===== config.mk =====
export PLATFORM = sky130hd
export DESIGN_NAME = hbp_device_flat
export DESIGN_NICKNAME = d
export VERILOG_FILES = /design/src/hbp_pkg.sv /design/src/hbp_bus_if.sv /design/src/hbp_device.sv /design/src/flat_wrapper.sv
export SDC_FILE = /design/constraint.sdc
export NUM_CORES = 1
export LEC_CHECK = 0
export ABC_AREA = 0
export BUFFER_PORTS_ARGS = -buffer_cell sky130_fd_sc_hd__clkbuf_2
export CAP_MARGIN = 20
export CORE_MARGIN = 2
export CORE_UTILIZATION = 60
export CTS_CLUSTER_DIAMETER = 30
export DETAILED_ROUTE_END_ITERATION = 10
export PLACE_DENSITY_LB_ADDON = 0.12
export SYNTH_ARGS = -nofsm -noshare
export SYNTH_HDL_FRONTEND = slang
export SYNTH_HIERARCHICAL = 1
export SYNTH_SLANG_ARGS = --single-unit

===== constraint.sdc =====
create_clock -name core_clk -period 5.5 [get_ports core_clk]
set_clock_uncertainty 0.15 [all_clocks]
set_input_delay 1.1 -clock core_clk [delete_from_list [all_inputs] [get_ports core_clk]]
set_output_delay 1.1 -clock core_clk [all_outputs]
set_load 0.02 [all_outputs]

===== src/hbp_pkg.sv =====
// Shared constants and types for the host bus read path
package hbp_pkg;
    localparam int ADDR_W = 9;
    localparam int DATA_W = 16;
    localparam int CLK_PERIOD_NS = 10;
    localparam int BURST_MAX = 16;
    localparam int RX_FIFO_DEPTH = 8;

    localparam logic [ADDR_W-1:0] ADDR_RX_DATA = 9'h000;
    localparam logic [ADDR_W-1:0] ADDR_RX_STATUS = 9'h020;
    localparam logic [ADDR_W-1:0] ADDR_TX_STATUS = 9'h024;
    localparam logic [ADDR_W-1:0] ADDR_BYTE_ORDER_PROBE = 9'h032;
    localparam logic [ADDR_W-1:0] ADDR_RX_FIFO_LEVEL = 9'h03e;
    localparam logic [ADDR_W-1:0] ADDR_TX_FIFO_LEVEL = 9'h040;
    localparam logic [ADDR_W-1:0] ADDR_DROP_COUNT = 9'h050;
    localparam logic [ADDR_W-1:0] ADDR_FABRIC_DATA = 9'h058;
    localparam logic [ADDR_W-1:0] ADDR_FABRIC_COMMAND = 9'h05a;
    localparam logic [ADDR_W-1:0] ADDR_AUTONEG_EXPANSION = 9'h060;

    // Arbitrary pattern; lets software see the byte order it chose
    localparam logic [DATA_W-1:0] BYTE_ORDER_PATTERN = 16'h4321;
    localparam logic [DATA_W-1:0] UNMAPPED_WORD = 16'h0000;

    localparam int WAIT_WRITE_NS = 45;
    localparam int WAIT_LEVEL_NS = 135;
    localparam int WAIT_DROP_NS = 180;
    localparam int WAIT_FABRIC_NS = 45;
    localparam int WAIT_AUTONEG_NS = 45;
    localparam int SIDE_EFFECT_NS = 90;
    localparam int WAIT_WRITE_CYC = (WAIT_WRITE_NS + CLK_PERIOD_NS - 1) / CLK_PERIOD_NS;
    localparam int WAIT_LEVEL_CYC = (WAIT_LEVEL_NS + CLK_PERIOD_NS - 1) / CLK_PERIOD_NS;
    localparam int WAIT_DROP_CYC = (WAIT_DROP_NS + CLK_PERIOD_NS - 1) / CLK_PERIOD_NS;
    localparam int WAIT_FABRIC_CYC = (WAIT_FABRIC_NS + CLK_PERIOD_NS - 1) / CLK_PERIOD_NS;
    localparam int WAIT_AUTONEG_CYC = (WAIT_AUTONEG_NS + CLK_PERIOD_NS - 1) / CLK_PERIOD_NS;
    localparam int SIDE_EFFECT_CYC = SIDE_EFFECT_NS / CLK_PERIOD_NS;

    localparam int HOST_GAP_CYC = 4;
    localparam int HOST_DATA_CYC = 8;

    typedef enum logic [1:0] {
        DEV_IDLE   = 2'b01,
        DEV_ACTIVE = 2'b10
    } hbp_dev_state_type;

    typedef enum logic [3:0] {
        HST_IDLE   = 4'b0001,
        HST_WAIT   = 4'b0010,
        HST_SETUP  = 4'b0100,
        HST_STROBE = 4'b1000
    } hbp_host_state_type;
endpackage : hbp_pkg


===== src/hbp_bus_if.sv =====
// Host bus pins joining the host end and the device end
`timescale 1ns/1ps
`default_nettype none
interface hbp_bus_if import hbp_pkg::*; ();
    logic              hostSelectN;
    logic              readStrobeN;
    logic              byteOrderSel;
    logic [ADDR_W-1:0] addr;
    logic [DATA_W-1:0] data;
    logic              dataOe;

    modport device (
        input  hostSelectN,
        input  readStrobeN,
        input  byteOrderSel,
        input  addr,
        output data,
        output dataOe
    );

    modport host (
        output hostSelectN,
        output readStrobeN,
        output byteOrderSel,
        output addr,
        input  data,
        input  dataOe
    );
endinterface : hbp_bus_if
`default_nettype wire


===== src/hbp_device.sv =====
// Device end of the host bus read path, with its receive data FIFO
// Operation
// - Host waits after writes before reading
// - Side effects of reads show later
// - Wait before reading FIFO level registers
// - Wait between two drop counter reads
// - Wait before fabric command after data
// - Wait between two autoneg expansion reads
// - Dummy read counts assume 45ns cycles
// - Waits may be met by time alone
// - Single reads reach registers and FIFOs
// - Cycle starts when select and strobe low
// - Cycle ends when either deasserts
// - Host keeps a gap between reads
// - Byte order sampled like the address
// - Data driven only inside read window
// - Bursts carry up to 16 words
// - Each A1 toggle gives fresh word
// - Bursts only from receive data FIFO
// - Burst ends on deassert, then gap
// - Byte order timed like upper address
// - Fabric direct window needs no wait
`timescale 1ns/1ps
`default_nettype none
module hbp_fifo #(
    parameter int WIDTH = 16,
    parameter int DEPTH = 8
) (
    input  wire logic             core_clk,
    input  wire logic             srst,
    input  wire logic             wrValid,
    input  wire logic [WIDTH-1:0] wrData,
    output logic                  wrReady,
    output logic                  rdValid,
    output logic [WIDTH-1:0]      rdData,
    input  wire logic             rdReady,
    output logic [$clog2(DEPTH):0] level
);
    localparam int PW = $clog2(DEPTH);

    if (DEPTH < 2 || (1 << PW) != DEPTH || WIDTH < 1) begin : g_bad_depth
        $error("hbp_fifo: DEPTH must be a power of two >= 2");
    end

    typedef struct packed {
        logic [PW-1:0] wrPtr;
        logic [PW-1:0] rdPtr;
        logic [PW:0]   count;
        logic          notFull;
    } hbp_fifo_state_type;

    hbp_fifo_state_type fifo_reg;
    hbp_fifo_state_type fifo_next;
    logic [WIDTH-1:0]   mem [DEPTH];
    logic               doWrite;
    logic               doRead;

    always_comb begin
        doWrite = wrValid && fifo_reg.notFull;
        doRead = rdReady && (fifo_reg.count != '0);
        fifo_next = fifo_reg;
        if (doWrite) begin
            fifo_next.wrPtr = fifo_reg.wrPtr + 1'b1;
        end
        if (doRead) begin
            fifo_next.rdPtr = fifo_reg.rdPtr + 1'b1;
        end
        fifo_next.count = fifo_reg.count + (PW+1)'(doWrite)
                          - (PW+1)'(doRead);
        // Registered so the source sees ready straight from a flop
        fifo_next.notFull = fifo_next.count != (PW+1)'(DEPTH);
    end

    always_ff @(posedge core_clk) begin
        if (srst) begin
            fifo_reg <= '{wrPtr: '0, rdPtr: '0, count: '0, notFull: 1'b1};
        end else begin
            fifo_reg <= fifo_next;
        end
        if (doWrite) begin
            mem[fifo_reg.wrPtr] <= wrData;
        end
    end

    assign wrReady = fifo_reg.notFull;
    assign rdValid = fifo_reg.count != '0;
    assign rdData = mem[fifo_reg.rdPtr];
    assign level = fifo_reg.count;
endmodule : hbp_fifo

module hbp_device import hbp_pkg::*; #(
    parameter int FIFO_DEPTH = RX_FIFO_DEPTH
) (
    input  wire logic              core_clk,
    input  wire logic              srst,
    hbp_bus_if.device              bus,
    input  wire logic              rxWrValid,
    input  wire logic [DATA_W-1:0] rxWrData,
    output logic                   rxWrReady,
    input  wire logic [DATA_W-1:0] rxStatusWord,
    input  wire logic              rxStatusValid,
    output logic                   rxStatusPop,
    input  wire logic [DATA_W-1:0] txStatusWord,
    input  wire logic              txStatusValid,
    output logic                   txStatusPop,
    input  wire logic              dropPulse
);
    localparam int PIN_W = ADDR_W + 3;
    localparam int SEL_BIT = ADDR_W + 2;
    localparam int RD_BIT = ADDR_W + 1;
    localparam int END_BIT = ADDR_W;
    localparam int LW = $clog2(FIFO_DEPTH) + 1;

    if (SIDE_EFFECT_CYC < 1 || SIDE_EFFECT_CYC > 15) begin : g_bad_delay
        $error("hbp_device: side effect delay out of range");
    end

    typedef struct packed {
        logic [PIN_W-1:0]  pinSync1;
        logic [PIN_W-1:0]  pinSync2;
        logic [PIN_W-1:0]  pinSync3;
        logic [PIN_W-1:0]  pinStable;
        hbp_dev_state_type state;
        logic [ADDR_W-1:0] addr;
        logic              swap;
        logic              lastA1;
        logic [4:0]        burstCount;
        logic [DATA_W-1:0] dataOut;
        logic              dataOe;
        logic              rxStatusPop;
        logic              txStatusPop;
        logic [3:0]        delay;
        logic              pending;
        logic              dropClear;
        logic [DATA_W-1:0] dropCount;
        logic [DATA_W-1:0] rxLevelShown;
        logic [DATA_W-1:0] txLevelShown;
    } hbp_dev_regs_type;

    hbp_dev_regs_type  dev_reg;
    hbp_dev_regs_type  dev_next;
    logic              fifoValid;
    logic [DATA_W-1:0] fifoWord;
    logic              fifoPop;
    logic [LW-1:0]     fifoLevel;
    logic              begun;
    logic [ADDR_W-1:0] pinAddr;
    logic [ADDR_W-1:0] fetchAddr;
    logic [DATA_W-1:0] word;
    logic [DATA_W-1:0] shown;
    logic [DATA_W-1:0] dropBase;

    hbp_fifo #(.WIDTH(DATA_W), .DEPTH(FIFO_DEPTH)) rxFifo (
        .core_clk (core_clk),
        .srst     (srst),
        .wrValid  (rxWrValid),
        .wrData   (rxWrData),
        .wrReady  (rxWrReady),
        .rdValid  (fifoValid),
        .rdData   (fifoWord),
        .rdReady  (fifoPop),
        .level    (fifoLevel)
    );

    function automatic logic isRxData(input logic [ADDR_W-1:0] a);
        // A1 is the burst toggle, so it takes no part in the decode
        return a[ADDR_W-1:1] == ADDR_RX_DATA[ADDR_W-1:1];
    endfunction : isRxData

    always_comb begin
        dev_next = dev_reg;
        dev_next.pinSync1 = {bus.hostSelectN, bus.readStrobeN,
                             bus.byteOrderSel, bus.addr};
        dev_next.pinSync2 = dev_reg.pinSync1;
        dev_next.pinSync3 = dev_reg.pinSync2;
        for (int i = 0; i < PIN_W; i++) begin
            if (dev_reg.pinSync2[i] == dev_reg.pinSync3[i]) begin
                dev_next.pinStable[i] = dev_reg.pinSync3[i];
            end
        end
        begun = !dev_reg.pinStable[SEL_BIT] && !dev_reg.pinStable[RD_BIT];
        pinAddr = dev_reg.pinStable[ADDR_W-1:0];
        fetchAddr = (dev_reg.state == DEV_IDLE) ? pinAddr : dev_reg.addr;
        fifoPop = 1'b0;
        dev_next.rxStatusPop = 1'b0;
        dev_next.txStatusPop = 1'b0;

        unique case (fetchAddr)
            ADDR_BYTE_ORDER_PROBE: word = BYTE_ORDER_PATTERN;
            ADDR_RX_STATUS: word = rxStatusValid ? rxStatusWord : '0;
            ADDR_TX_STATUS: word = txStatusValid ? txStatusWord : '0;
            ADDR_RX_FIFO_LEVEL: word = dev_reg.rxLevelShown;
            ADDR_TX_FIFO_LEVEL: word = dev_reg.txLevelShown;
            ADDR_DROP_COUNT: word = dev_reg.dropCount;
            default: word = isRxData(fetchAddr)
                            ? (fifoValid ? fifoWord : UNMAPPED_WORD)
                            : UNMAPPED_WORD;
        endcase
        // Swapped where taken, so a held word is never swapped twice
        shown = (dev_reg.state == DEV_IDLE ? dev_reg.pinStable[END_BIT]
                                            : dev_reg.swap)
                ? {word[7:0], word[15:8]} : word;

        // Dependent values settle only after a delay, as real pipes do
        dropBase = dev_reg.dropCount;
        if (dev_reg.delay != '0) begin
            dev_next.delay = dev_reg.delay - 1'b1;
        end else if (dev_reg.pending) begin
            dev_next.pending = 1'b0;
            dev_next.dropClear = 1'b0;
            dev_next.rxLevelShown = DATA_W'(fifoLevel);
            dev_next.txLevelShown = DATA_W'(txStatusValid);
            if (dev_reg.dropClear) begin
                dropBase = '0;
            end
        end
        // A drop in the clearing cycle is counted, not lost
        dev_next.dropCount = dropBase + DATA_W'(dropPulse);

        unique case (dev_reg.state)
            DEV_IDLE: begin
                dev_next.dataOe = 1'b0;
                dev_next.dataOut = '0;
                if (begun) begin
                    dev_next.state = DEV_ACTIVE;
                    dev_next.addr = pinAddr;
                    dev_next.swap = dev_reg.pinStable[END_BIT];
                    dev_next.lastA1 = pinAddr[0];
                    dev_next.burstCount = 5'd1;
                    dev_next.dataOe = 1'b1;
                    dev_next.dataOut = shown;
                    fifoPop = isRxData(pinAddr) && fifoValid;
                end
            end
            DEV_ACTIVE: begin
                if (!begun) begin
                    dev_next.state = DEV_IDLE;
                    dev_next.dataOe = 1'b0;
                    dev_next.dataOut = '0;
                    if (isRxData(dev_reg.addr)
                        || dev_reg.addr == ADDR_RX_STATUS
                        || dev_reg.addr == ADDR_TX_STATUS
                        || dev_reg.addr == ADDR_DROP_COUNT) begin
                        dev_next.delay = 4'(SIDE_EFFECT_CYC);
                        dev_next.pending = 1'b1;
                    end
                    if (dev_reg.addr == ADDR_DROP_COUNT) begin
                        dev_next.dropClear = 1'b1;
                    end
                    dev_next.rxStatusPop = (dev_reg.addr == ADDR_RX_STATUS)
                                           && rxStatusValid;
                    dev_next.txStatusPop = (dev_reg.addr == ADDR_TX_STATUS)
                                           && txStatusValid;
                end else if (isRxData(dev_reg.addr)
                             && pinAddr[0] != dev_reg.lastA1
                             && dev_reg.burstCount != 5'(BURST_MAX)) begin
                    dev_next.lastA1 = pinAddr[0];
                    dev_next.burstCount = dev_reg.burstCount + 1'b1;
                    dev_next.dataOut = shown;
                    fifoPop = fifoValid;
                end
            end
        endcase
    end

    always_ff @(posedge core_clk) begin
        if (srst) begin
            dev_reg <= '{pinSync1: '1, pinSync2: '1, pinSync3: '1,
                         pinStable: '1, state: DEV_IDLE, addr: '0,
                         swap: 1'b0, lastA1: 1'b0, burstCount: '0,
                         dataOut: '0, dataOe: 1'b0, rxStatusPop: 1'b0,
                         txStatusPop: 1'b0, delay: '0, pending: 1'b0,
                         dropClear: 1'b0, dropCount: '0,
                         rxLevelShown: '0, txLevelShown: '0};
        end else begin
            dev_reg <= dev_next;
        end
    end

    assign bus.data = dev_reg.dataOut;
    assign bus.dataOe = dev_reg.dataOe;
    assign rxStatusPop = dev_reg.rxStatusPop;
    assign txStatusPop = dev_reg.txStatusPop;
endmodule : hbp_device
`default_nettype wire


===== src/flat_wrapper.sv =====
// flat-port wrapper written by rule: the top's interface ports become plain ports
module hbp_device_flat import hbp_pkg::*;
#(
    parameter int FIFO_DEPTH = RX_FIFO_DEPTH
)
  (core_clk, srst, rxWrValid, rxWrData, rxWrReady, rxStatusWord, rxStatusValid, rxStatusPop, txStatusWord, txStatusValid, txStatusPop, dropPulse, bus_hostSelectN, bus_readStrobeN, bus_byteOrderSel, bus_addr, bus_data, bus_dataOe);
  hbp_bus_if bus_i ();
  input  wire logic core_clk;
  input  wire logic srst;
  input  wire logic rxWrValid;
  input  wire logic [DATA_W-1:0] rxWrData;
  output logic rxWrReady;
  input  wire logic [DATA_W-1:0] rxStatusWord;
  input  wire logic rxStatusValid;
  output logic rxStatusPop;
  input  wire logic [DATA_W-1:0] txStatusWord;
  input  wire logic txStatusValid;
  output logic txStatusPop;
  input  wire logic dropPulse;
  input wire logic [$bits(bus_i.hostSelectN)-1:0] bus_hostSelectN;
  input wire logic [$bits(bus_i.readStrobeN)-1:0] bus_readStrobeN;
  input wire logic [$bits(bus_i.byteOrderSel)-1:0] bus_byteOrderSel;
  input wire logic [$bits(bus_i.addr)-1:0] bus_addr;
  output wire logic [$bits(bus_i.data)-1:0] bus_data;
  output wire logic [$bits(bus_i.dataOe)-1:0] bus_dataOe;
  assign bus_i.hostSelectN = bus_hostSelectN;
  assign bus_i.readStrobeN = bus_readStrobeN;
  assign bus_i.byteOrderSel = bus_byteOrderSel;
  assign bus_i.addr = bus_addr;
  assign bus_data = bus_i.data;
  assign bus_dataOe = bus_i.dataOe;
  hbp_device #(.FIFO_DEPTH(FIFO_DEPTH)) u_core (.core_clk(core_clk), .srst(srst), .bus(bus_i), .rxWrValid(rxWrValid), .rxWrData(rxWrData), .rxWrReady(rxWrReady), .rxStatusWord(rxStatusWord), .rxStatusValid(rxStatusValid), .rxStatusPop(rxStatusPop), .txStatusWord(txStatusWord), .txStatusValid(txStatusValid), .txStatusPop(txStatusPop), .dropPulse(dropPulse));
endmodule

==> results.md, run 1 <==
* Dpl ws at approximately 1.6 ns
* Die ar. at around 19,000 µm²
* CP arrival at 4.15 ns
* Largest net degree at the start of global routing at 89
* Post-synth EDFFs at ~130
* PortBufs at 85
* Antenna violation net count after detailed routing at 0
* Hold Path Class: reg2reg
* Core area at approximately 18,000 µm²
* Register clock-pin slew on the reported worst setup and hold paths at about 0.05 ns
* Yosys warnings at 6
* Netlist area before placement at about 11,000 µm²
* Clock root buffer: clkbuf_16
* Initial antenna violation count at 0
* PwrDens at 401.3 nW/µm²
* Most common cell after layout, fill and taps aside: edfxtp_1
* Outcome: finished, final reports clean
* Cells after Synth at around 850
* Post-CTS Resized at 0
* CTS tree: built
* Syn_area_per_cell at between 10 and 15 µm²
* RSZ-0062 raised after global routing: no
* Worst min-delay path endpoint: u_core/dev_next[112]$_SDFF_PP1_
* Critical Path Fanout Max at 16
* Sequential share of the synthesized area at 58.82%
* Initial Util at between 60 and 70%
* Vias in the first global route at approximately 7.3k
* Startpoint Class: register
* Tot GR Track Use at about a quarter
* Setup slack, reg-to-reg at around 1.6 ns
* Synth cell types at 70
* #FFs+latches synth at between 200 and 300
* CTS Hold Bufs at 0
* Endpoints failing setup at 0
* Final hold vios at 0
* Top achievable clock speed at 0.2562 GHz
* Reg2reg start: u_core/dev_reg[88]$_SDFFE_PP0P_
* Crit Path Category: reg2reg
* WL per Instance at 20.68 µm
* GR Overflow Total at 0
* DR iter-0 viols at about 500
* Top_reg_cell synth: edfxtp_1
* ANT cells at 0
* Worst-case reg-to-reg path depth at 14
* Commonest non-fill, non-tap cells in the layout: 128 x edfxtp_1, 126 x dfxtp_1, 85 x clkbuf_2, 59 x nand2_1, 55 x nor2_1
* Worst R2R End: u_core/rxFifo/wrReady$_SDFF_PP1_
* Leakage at roughly 4.8 nW
* Placed insts at about 1.1k
* Maximum vdd ir drop at between 0.0004 and 0.0005 V
* Post-CTS Setup Bufs at 0
* Sink Count at roughly 250
* Routed wire length at 24,630 µm
* Final period util at 70.98%
* Fin nets at around 1.0k
* Hold path startpoint: u_core/dev_next[124]$_SDFF_PP1_
* Die width at around 140 µm
* Area grow syn2layout at 18.09%
* Clock latency at the later pin of the worst-skew pair at between 0.5 and 0.6 ns
* H-tree Lvls at 2
* Layout cells sized above 1 at 24.95%
* Mapped Nets at 927
* Max FFs per register at 128
* Crit path required time at approximately 5.8 ns
* Yosys top cell by area: edfxtp_1
* Hold path depth at 1
* Routability cong. at around 0.93
* Max cap viols at 0
* Filler cells at ~1.2k
* Row count at between 40 and 50
* Ys async rst share at 0%
* Tmin final at about 3.9 ns
* Slew HR at roughly 27%
* CTS max path bufs at 3
* Area contributors post-synth: edfxtp_1 36%, dfxtp_1 23%, mux4_1 6.8%, or2_2 2.2%, nand2_1 2.0%
* Die Y at around 140 µm
* Fin. max-slew vios at 0
* Remaining DRCs at 0
* Post-DP HPWL at 16,320 µm
* Final TNS setup at 0 ns
* Final Non-Filler Cells at roughly 1.2k
* Worst-margin pin slew at approximately 1.1 ns
* Top cell type's share of synthesized area at roughly 36%
* Vias at between 7k and 8k
* Drt pass-1 iters at 6
* Fin util at a little under three quarters
* Top Ports at between 80 and 90
* First-pass GRT wire length at between 30,000 and 40,000 µm
* Num CTS Buffers at 43
* Setup ws final at roughly 1.6 ns
* Setup crit end kind: register
* Vias per inst at 6.050
* Hold WS at ~0.25 ns
-- metrics by stage --
| stage | area [µm²] | total power, mW |
|---|---|---|
| after floorplan | 10820 | 2.402 |
| after global placement | 11320 | 2.510 |
| after detailed placement | 11320 | 2.538 |
| after CTS | 12770 | 5.169 |
| after global routing | 12780 | 5.292 |
| final | 12780 | 5.129 |
-- metal layers --
metal / up-vias / track usage, % / share of wire [%]
met5: - / 0 / 0
met4: 0 / 9.076 / 2.2
met3: 49 / 6.339 / 6.6
met2: 271 / 42.05 / 48
met1: 3516 / 33.89 / 43
li1: 3369 / - / -
-- final cells by class --
class | instances | area [µm²] | area share [%]
Clock buffer | 57 | 1200 | 9.388
Inverter | 19 | 71.32 | 0.5580
Tap cell | 229 | 286.5 | 2.242
Clock inverter | 20 | 249.0 | 1.948
Sequential cell | 254 | 6366 | 49.81
Timing Repair Buffer | 95 | 508.0 | 3.975
Multi-Input combinational cell | 517 | 4100 | 32.08
-- how the worst max path moves through the flow --
stage                                    startpoint                          endpoint  slack, ns  cells past startpoint
global route        u_core/dev_reg[88]$_SDFFE_PP0P_  u_core/rxFifo/wrReady$_SDFF_PP1_       1.33                     14
global placement    u_core/dev_reg[88]$_SDFFE_PP0P_  u_core/rxFifo/wrReady$_SDFF_PP1_       1.83                     14
floorplan           u_core/dev_reg[88]$_SDFFE_PP0P_  u_core/rxFifo/wrReady$_SDFF_PP1_       1.95                     14
CTS                 u_core/dev_reg[88]$_SDFFE_PP0P_  u_core/rxFifo/wrReady$_SDFF_PP1_       1.57                     14
finish              u_core/dev_reg[88]$_SDFFE_PP0P_  u_core/rxFifo/wrReady$_SDFF_PP1_       1.60                     14
detailed placement  u_core/dev_reg[88]$_SDFFE_PP0P_  u_core/rxFifo/wrReady$_SDFF_PP1_       1.59                     14
-- synth_stat cells (6+ instances only) --
cell       instances
a2111oi_0         16
a211o_1            7
a211oi_1           7
a21oi_1           35
a22oi_1           14
and3_1            16
buf_2              6
buf_4             20
buf_6              6
clkbuf_1          23
dfxtp_1          126
edfxtp_1         128
ha_1              11
inv_1             19
mux2_2            18
mux2i_1           11
mux4_1            28
nand2_1           59
nand2b_1          11
nand3_1           20
nand4_1            8
nor2_1            58
nor2b_1           13
nor3_1            16
o211a_1            9
o21ai_0           12
o21bai_1          12
or2_2             38
or3_1              7
xnor2_1            8
xor2_1            11
-- critical path, stage by stage (launching register included) --
cell and delay [ns]:
dfxtp_1 0.33, or4_1 0.55, nor3_1 0.35, a41oi_1 0.16
buf_4 0.23, nor2_1 0.17, and3_1 0.27, and2_1 0.24
xnor2_1 0.15, ha_1 0.20, inv_1 0.06, fa_1 0.41
xnor2_1 0.16, nor3b_1 0.23, o21ai_0 0.12
-- logic make-up after synthesis --
group                      after synthesis  synth area share [%]
AOI/OAI and AO/OA                      152                 10.62
and+or+nand+nor                        273                 13.14
buffers and inverters                   78                 3.896
xor gates and xnor gates                19                 1.538
adders and majority gates               12                 1.457
DFF                                    254                 58.82
muxes                                   61                 10.52
-- where the power goes --
part           internal (mW)  switching [mW]
registers               2.09          0.0494
logic                  0.156           0.215
clock network           1.73           0.889
total                   3.98            1.15
Power figures use the tool's default switching activity.
==> inputs of run 2 (changes only) <==
- ABC_AREA: 0 -> 1
- CORE_UTILIZATION: 60 -> 54
- clock period: 5.5 -> 3.38 ns (I/O delays scaled with it)
==> results.md, run 2 <==
* Top cells by count, synth: 476 x nand2_1, 128 x edfxtp_1, 126 x dfxtp_1
* Die Y at between 150 and 200 µm
* Clock root buffer: clkbuf_16
* Row count at between 50 and 60
* Fin nets at roughly 1.5k
* ANT cells at 0
* Maximum vdd ir drop at 0.0005183 V
* PortBufs at 85
* Commonest non-fill, non-tap cells in the layout: 476 x nand2_1, 128 x edfxtp_1, 125 x dfxtp_1, 106 x nand3_1, 106 x inv_1
* Final period util at between 90% and 100%
* Worst R2R End: u_core/rxFifo/wrReady$_SDFF_PP1_
* Yosys warnings at 6
* Setup slack, reg-to-reg at about 0.31 ns
* Routed wire length at approximately 26,000 µm
* Mapped Nets at between 1k and 1.5k
* Vias per inst at 5.118
* Num CTS Buffers at 50
* Post-CTS Setup Bufs at 0
* Antenna violation net count after detailed routing at 0
* CTS tree: built
* CP peak stage delay at 0.53 ns
* Area contributors post-synth: edfxtp_1 33%, dfxtp_1 22%, nand2_1 15%, nand3_1 4.6%, inv_1 3.4%
* Worst path cell trace: nor2_1, o21ai_0, nor3_1, buf_4, nand3_1, nand2_1, ha_1, inv_1, fa_1, nand2_1, nor2_1, nand3_1
* Layout cells sized above 1 at between 10% and 20%
* Routability cong. at 0.9090
* Remaining DRCs at 0
* Crit path required time at between 3 and 4 ns
* Synth cell types at 44
* Sw power at between 2 and 2.5 mW
* Sequential share of the synthesized area at 54.67%
* Top Ports at 86
* Critical Path Fanout Max at 10
* Top cell type's share of synthesized area at between 30% and 40%
* #FFs+latches synth at between 200 and 300
* Most common cell after layout, fill and taps aside: nand2_1
* Hold path depth at 2
* CP arrival at around 3.3 ns
* Logic gate share of total power at 7.4%
* Hold path startpoint: bus_addr[7]
* Final Non-Filler Cells at 1,765
* Ys async rst share at 0%
* Die width at approximately 150 µm
* Drt pass-1 iters at 5
* Worst-case reg-to-reg path depth at 12
* Tot GR Track Use at 23.49%
* Cells after Synth at ~1.4k
* H-tree Lvls at 2
* Post-DP HPWL at roughly 17,000 µm
* Slowest-stage cell, CP: nor2_1
* Post-route cell area at 13,870 µm²
* Leakage at ~6.0 nW
* Endpoints failing setup at 0
* Post-CTS Resized at 0
* Crit Path Category: reg2reg
* Flop pwr share at a little under two fifths
* Yosys top cell by area: edfxtp_1
* Clock share of power at 54.9%
* Cell area after placement at around 12,000 µm²
* Worst min-delay path endpoint: u_core/dev_next[122]$_SDFF_PP1_
* Register clock-pin slew on the reported worst setup and hold paths at 0.05 ns
* Max cap viols at 0
* Outcome: finished, final reports clean
* Area grow syn2layout at 19.09%
* Vias in the first global route at a little over 8k
* Core area at 21,090 µm²
* Die ar. at roughly 23,000 µm²
* DR iter-0 viols at around 650
* RSZ-0062 raised after global routing: no
* Worst path bufs/invs at 2
* GR Overflow Total at 0
* Initial Util at a little under three fifths
* Netlist area before placement at between 10,000 and 15,000 µm²
* Post-synth EDFFs at between 100 and 150
* Top-count cell post-synth: nand2_1
* Final TNS setup at 0 ns
* Final hold vios at 0
* Placed insts at approximately 1.7k
* Family with the most delay on the worst path: simple AND/OR/NAND/NOR gates
* CP Depth at 12
* Syn_area_per_cell at 8.536 µm²
* First-pass GRT wire length at between 40,000 and 50,000 µm
* CTS Hold Bufs at 0
* Initial antenna violation count at 0
* Filler cells at about 1.7k
* PwrDens at between 600 and 700 nW/µm²
* Startpoint Class: register
* Hold Path Class: in2reg
* Clock latency at the later pin of the worst-skew pair at between 0.5 and 0.6 ns
* Reg2reg start: u_core/dev_reg[89]$_SDFFE_PP1P_
* Largest net degree at the start of global routing at 65
* Pint at roughly 7 mW
* Top_reg_cell synth: edfxtp_1
* Worst-margin pin slew at 0.7046 ns
* Fin. max-slew vios at 0
* WL per Instance at about 15 µm
* Sink Count at between 200 and 300
* Tmin final at approximately 3.1 ns
* Switch share at a little under a quarter
* CTS max path bufs at 3
* Top achievable clock speed at about 0.33 GHz
* Setup crit end kind: register
* Vias at 9,033
* Slew HR at 53.02%
* Max FFs per register at approximately 130
## run 2: worst max-delay path by stage
| stage | start | end |
|---|---|---|
| 3_5_place_dp | u_core/dev_reg[89]$_SDFFE_PP1P_ | u_core/rxFifo/wrReady$_SDFF_PP1_ |
| 2_1_floorplan | u_core/rxFifo/level[2]$_SDFF_PP0_ | u_core/rxFifo/wrReady$_SDFF_PP1_ |
| 3_3_place_gp | u_core/dev_reg[89]$_SDFFE_PP1P_ | u_core/rxFifo/wrReady$_SDFF_PP1_ |
| 6_report | u_core/dev_reg[89]$_SDFFE_PP1P_ | u_core/rxFifo/wrReady$_SDFF_PP1_ |
| 5_1_grt | u_core/dev_reg[90]$_SDFFE_PP0P_ | u_core/rxFifo/level[2]$_SDFF_PP0_ |
| 4_1_cts | u_core/dev_reg[89]$_SDFFE_PP1P_ | u_core/rxFifo/wrReady$_SDFF_PP1_ |
## run 2: cell type report
cell class                      instances  area (µm²)  share of cell area, %
Clock inverter                         35       444.2                  3.203
Sequential cell                       254        6367                  45.92
Multi-Input combinational cell        923        4362                  31.45
Timing Repair Buffer                  108       618.1                  4.457
Tap cell                              275       344.1                  2.481
Clock buffer                           59        1315                  9.483
Inverter                              111       416.7                  3.005
## run 2: per-layer routing
metal  up-vias  track usage (%)  share of wire (%)
met3        39            4.578                6.4
met2       280            36.07                 44
met1      4071            33.75                 47
met4         0            7.617                2.0
li1       4643                -                  -
met5         -                0                  0
## run 2: metrics by stage
stage | hold slack, ns | power [mW] | setup WS, ns | utilization (%)
after floorplan | 0.2395 | 3.992 | 0.2322 | -
after global placement | 0.2412 | 4.179 | 0.4127 | 57.29
after detailed placement | 0.2436 | 4.196 | 0.3222 | 57.29
after CTS | 0.1494 | 9.240 | 0.3197 | 65.63
after global routing | 0.1608 | 9.495 | 0.03073 | 65.76
final | 0.1651 | 9.176 | 0.3086 | 65.76
## run 2: logic make-up (layout without fill, tap and decap cells)
logic type / Yosys count / count (layout) / share of synthesized area [%]
simple gates: 779 / 779 / 30.03
flops: 254 / 254 / 54.67
buf+inv: 187 / 313 / 7.866
compound gates: 128 / 128 / 5.771
fa+ha+maj: 12 / 12 / 1.354
xor+xnor: 4 / 4 / 0.3009
## run 2: power by group through the flow
stage / Sequential [mW] / Combinational [mW] / Clock, mW
floorplan: 3.50 / 0.487 / 0
global placement: 3.51 / 0.666 / 0
detailed placement: 3.51 / 0.681 / 0
CTS: 3.46 / 0.684 / 5.10
global route: 3.47 / 0.771 / 5.25
finish: 3.46 / 0.683 / 5.03
==> inputs of run 3 (changes only) <==
- CORE_UTILIZATION: 54 -> 60
- clock period: 3.38 -> 3 ns (I/O delays scaled with it)
==> results.md, run 3 (same netlist as run 2, synthesis figures left out) <==
* Outcome: finished, final reports clean
* Hold path startpoint: bus_addr[6]
* Most used routing layer: met2
* Largest net degree at the start of global routing at between 90 and 100
* Die ar. at 20,540 µm²
* CTS Hold Bufs at 0
* Worst path cell trace: inv_1, nand2_1, nor3_2, nand4_1, nand3b_1, nand2_2, inv_1, nor3_2, buf_4, nand2_1, nand2_1, nand2_1, ha_1, inv_1, fa_1, nand2_1, nor2_1, nand3_1
* Logic gate share of total power at ~8%
* Sink Count at approximately 250
* Maximum vdd ir drop at between 0.0005 and 0.0006 V
* CP arrival at roughly 3.1 ns
* Final TNS setup at 0 ns
* Remaining DRCs at 0
* Switch share at roughly a quarter
* Final period util at 93.61%
* Commonest non-fill, non-tap cells in the layout: 476 x nand2_1, 128 x edfxtp_1, 125 x dfxtp_1, 106 x inv_1, 105 x nand3_1
* Placed insts at around 1.7k
* Worst R2R End: u_core/rxFifo/wrReady$_SDFF_PP1_
* WL per Instance at around 16 µm
* Final Non-Filler Cells at 1,750
* Fin nets at between 1.5k and 2k
* Startpoint Class: register
* Tot Pwr at 9.940 mW
* ANT cells at 0
* Reg2reg start: u_core/dev_reg[85]$_SDFFE_PP0P_
* Top achievable clock speed at between 0.3 and 0.4 GHz
* Initial antenna violation count at 0
* PortBufs at 85
* Hold Path Class: in2reg
* Worst path bufs/invs at 4
* Layout cells sized above 1 at between 10% and 20%
* Tmin final at roughly 2.8 ns
* Max FFs per register at between 100 and 150
* Clock root buffer: clkbuf_16
* Most common cell after layout, fill and taps aside: nand2_1
* CTS tree: built
* Routing usage on met3 at 5.398%
* Crit Path Category: reg2reg
* Pint at 7.582 mW
* Clock latency at the later pin of the worst-skew pair at approximately 0.54 ns
* Tot GR Track Use at 27.12%
* Setup crit end kind: register
* PwrDens at a little over 700 nW/µm²
* Footprint of the multi-input gates at about 4400 µm²
* Antenna violation net count after detailed routing at 0
* Worst-case reg-to-reg path depth at 18
* Die width at ~140 µm
* GR Overflow Total at 0
* Routability cong. at approximately 0.90
* Vias in the first global route at around 8.6k
* Slowest-stage cell, CP: fa_1
* Endpoints failing setup at 0
* Worst path most repeated cell: nand2_1
* RSZ-0062 raised after global routing: no
* Vias at between 9k and 10k
* Max cap viols at 0
* Post-DP HPWL at between 15,000 and 20,000 µm
* Fin util at between 70 and 80%
* Top Ports at 86
* Routed wire length at about 27,000 µm
* Final hold vios at 0
* Critical Path Fanout Max at 3
* DR iter-0 viols at roughly 940
* Worst-margin pin slew at between 0.7 and 0.8 ns
* Clock share of power at 52.9%
* Row count at 50
* Family with the most delay on the worst path: simple AND/OR/NAND/NOR gates
* Vias per inst at between 5 and 6
* Initial Util at 61.63%
* Filler cells at ~1.4k
* Fin. max-slew vios at 0
* Num CTS Buffers at 46
* Slew HR at roughly 52%
* Drt pass-1 iters at 5
* Grt met2 use at between 40 and 50%
* CTS max path bufs at 3
* Flop pwr share at roughly two fifths
* Sw power at about 2.4 mW
* Crit path required time at ~3.3 ns
* Hold path depth at 2
* Area grow syn2layout at 18.35%
* Met1 GRT Util at a little under two fifths
* Setup slack, reg-to-reg at 0.19 ns
* CP peak stage delay at approximately 0.42 ns
* First-pass GRT wire length at around 43,000 µm
* Die Y at approximately 140 µm
* Hold WS at roughly 0.084 ns
* Worst min-delay path endpoint: u_core/dev_next[121]$_SDFF_PP1_
* Leakage at 5.961 nW
* H-tree Lvls at 2
* Core area at 18,890 µm²
* Register clock-pin slew on the reported worst setup and hold paths at about 0.06 ns
* Reg area at roughly 6400 µm²
[run 3: final cells by class]
class / count / share of cell area, %
sequential: 254 / 46.20
multi-input combinational: 923 / 31.84
clock buffer: 58 / 8.825
timing repair buffer: 117 / 5.012
inverter: 111 / 3.023
clock inverter: 27 / 2.733
tap: 260 / 2.361
[run 3: per-stage QoR]
stage                     area [µm²]  setup slack, ns
after floorplan                11650          0.03127
after global placement         12160           0.3008
after detailed placement       12160           0.2155
after CTS                      13750           0.1896
after global routing           13780         0.002455
final                          13780           0.1916
[run 3: per-layer routing]
metal / up-vias / part of all wire (%)
met5: - / 0
met4: 0 / 2.9
met3: 63 / 7.9
met2: 383 / 46
met1: 4240 / 43
li1: 4649 / -
[run 3: worst max path at each step]
stage,slack [ns],endpoint,from,depth (start not counted)
global route,0.002,u_core/rxFifo/wrReady$_SDFF_PP1_,u_core/dev_reg[85]$_SDFFE_PP0P_,18
detailed placement,0.22,u_core/rxFifo/wrReady$_SDFF_PP1_,u_core/dev_reg[85]$_SDFFE_PP0P_,16
global placement,0.30,u_core/rxFifo/wrReady$_SDFF_PP1_,u_core/dev_reg[85]$_SDFFE_PP0P_,16
finish,0.19,u_core/rxFifo/wrReady$_SDFF_PP1_,u_core/dev_reg[85]$_SDFFE_PP0P_,18
floorplan,0.03,u_core/rxFifo/wrReady$_SDFF_PP1_,u_core/rxFifo/level[2]$_SDFF_PP0_,15
CTS,0.19,u_core/rxFifo/wrReady$_SDFF_PP1_,u_core/dev_reg[85]$_SDFFE_PP0P_,16
[run 3: timing repair]
action / CTS / global route
hold endpoints to repair: 0 / 0
endpoints found under the setup margin: 0 / 4
resized for setup: 0 / 5
buffers inserted: 0 / 1
[run 3: power by group through the flow]
stage	logic, mW	registers, mW	clock network (mW)
final	0.784	3.90	5.26
after global routing	0.877	3.91	5.48
after CTS	0.778	3.90	5.30
after detailed placement	0.773	3.96	0
after global placement	0.754	3.95	0
after floorplan	0.549	3.95	0
[run 3: worst reg2reg max path, delay by kind of cell, from the launching register on]
family	cells	cell delay, ns
adder cells (fa/ha/maj)	2	0.62
AND/OR/NAND/NOR	12	1.27
buffers and inverters	4	0.38
flip-flops	1	0.32
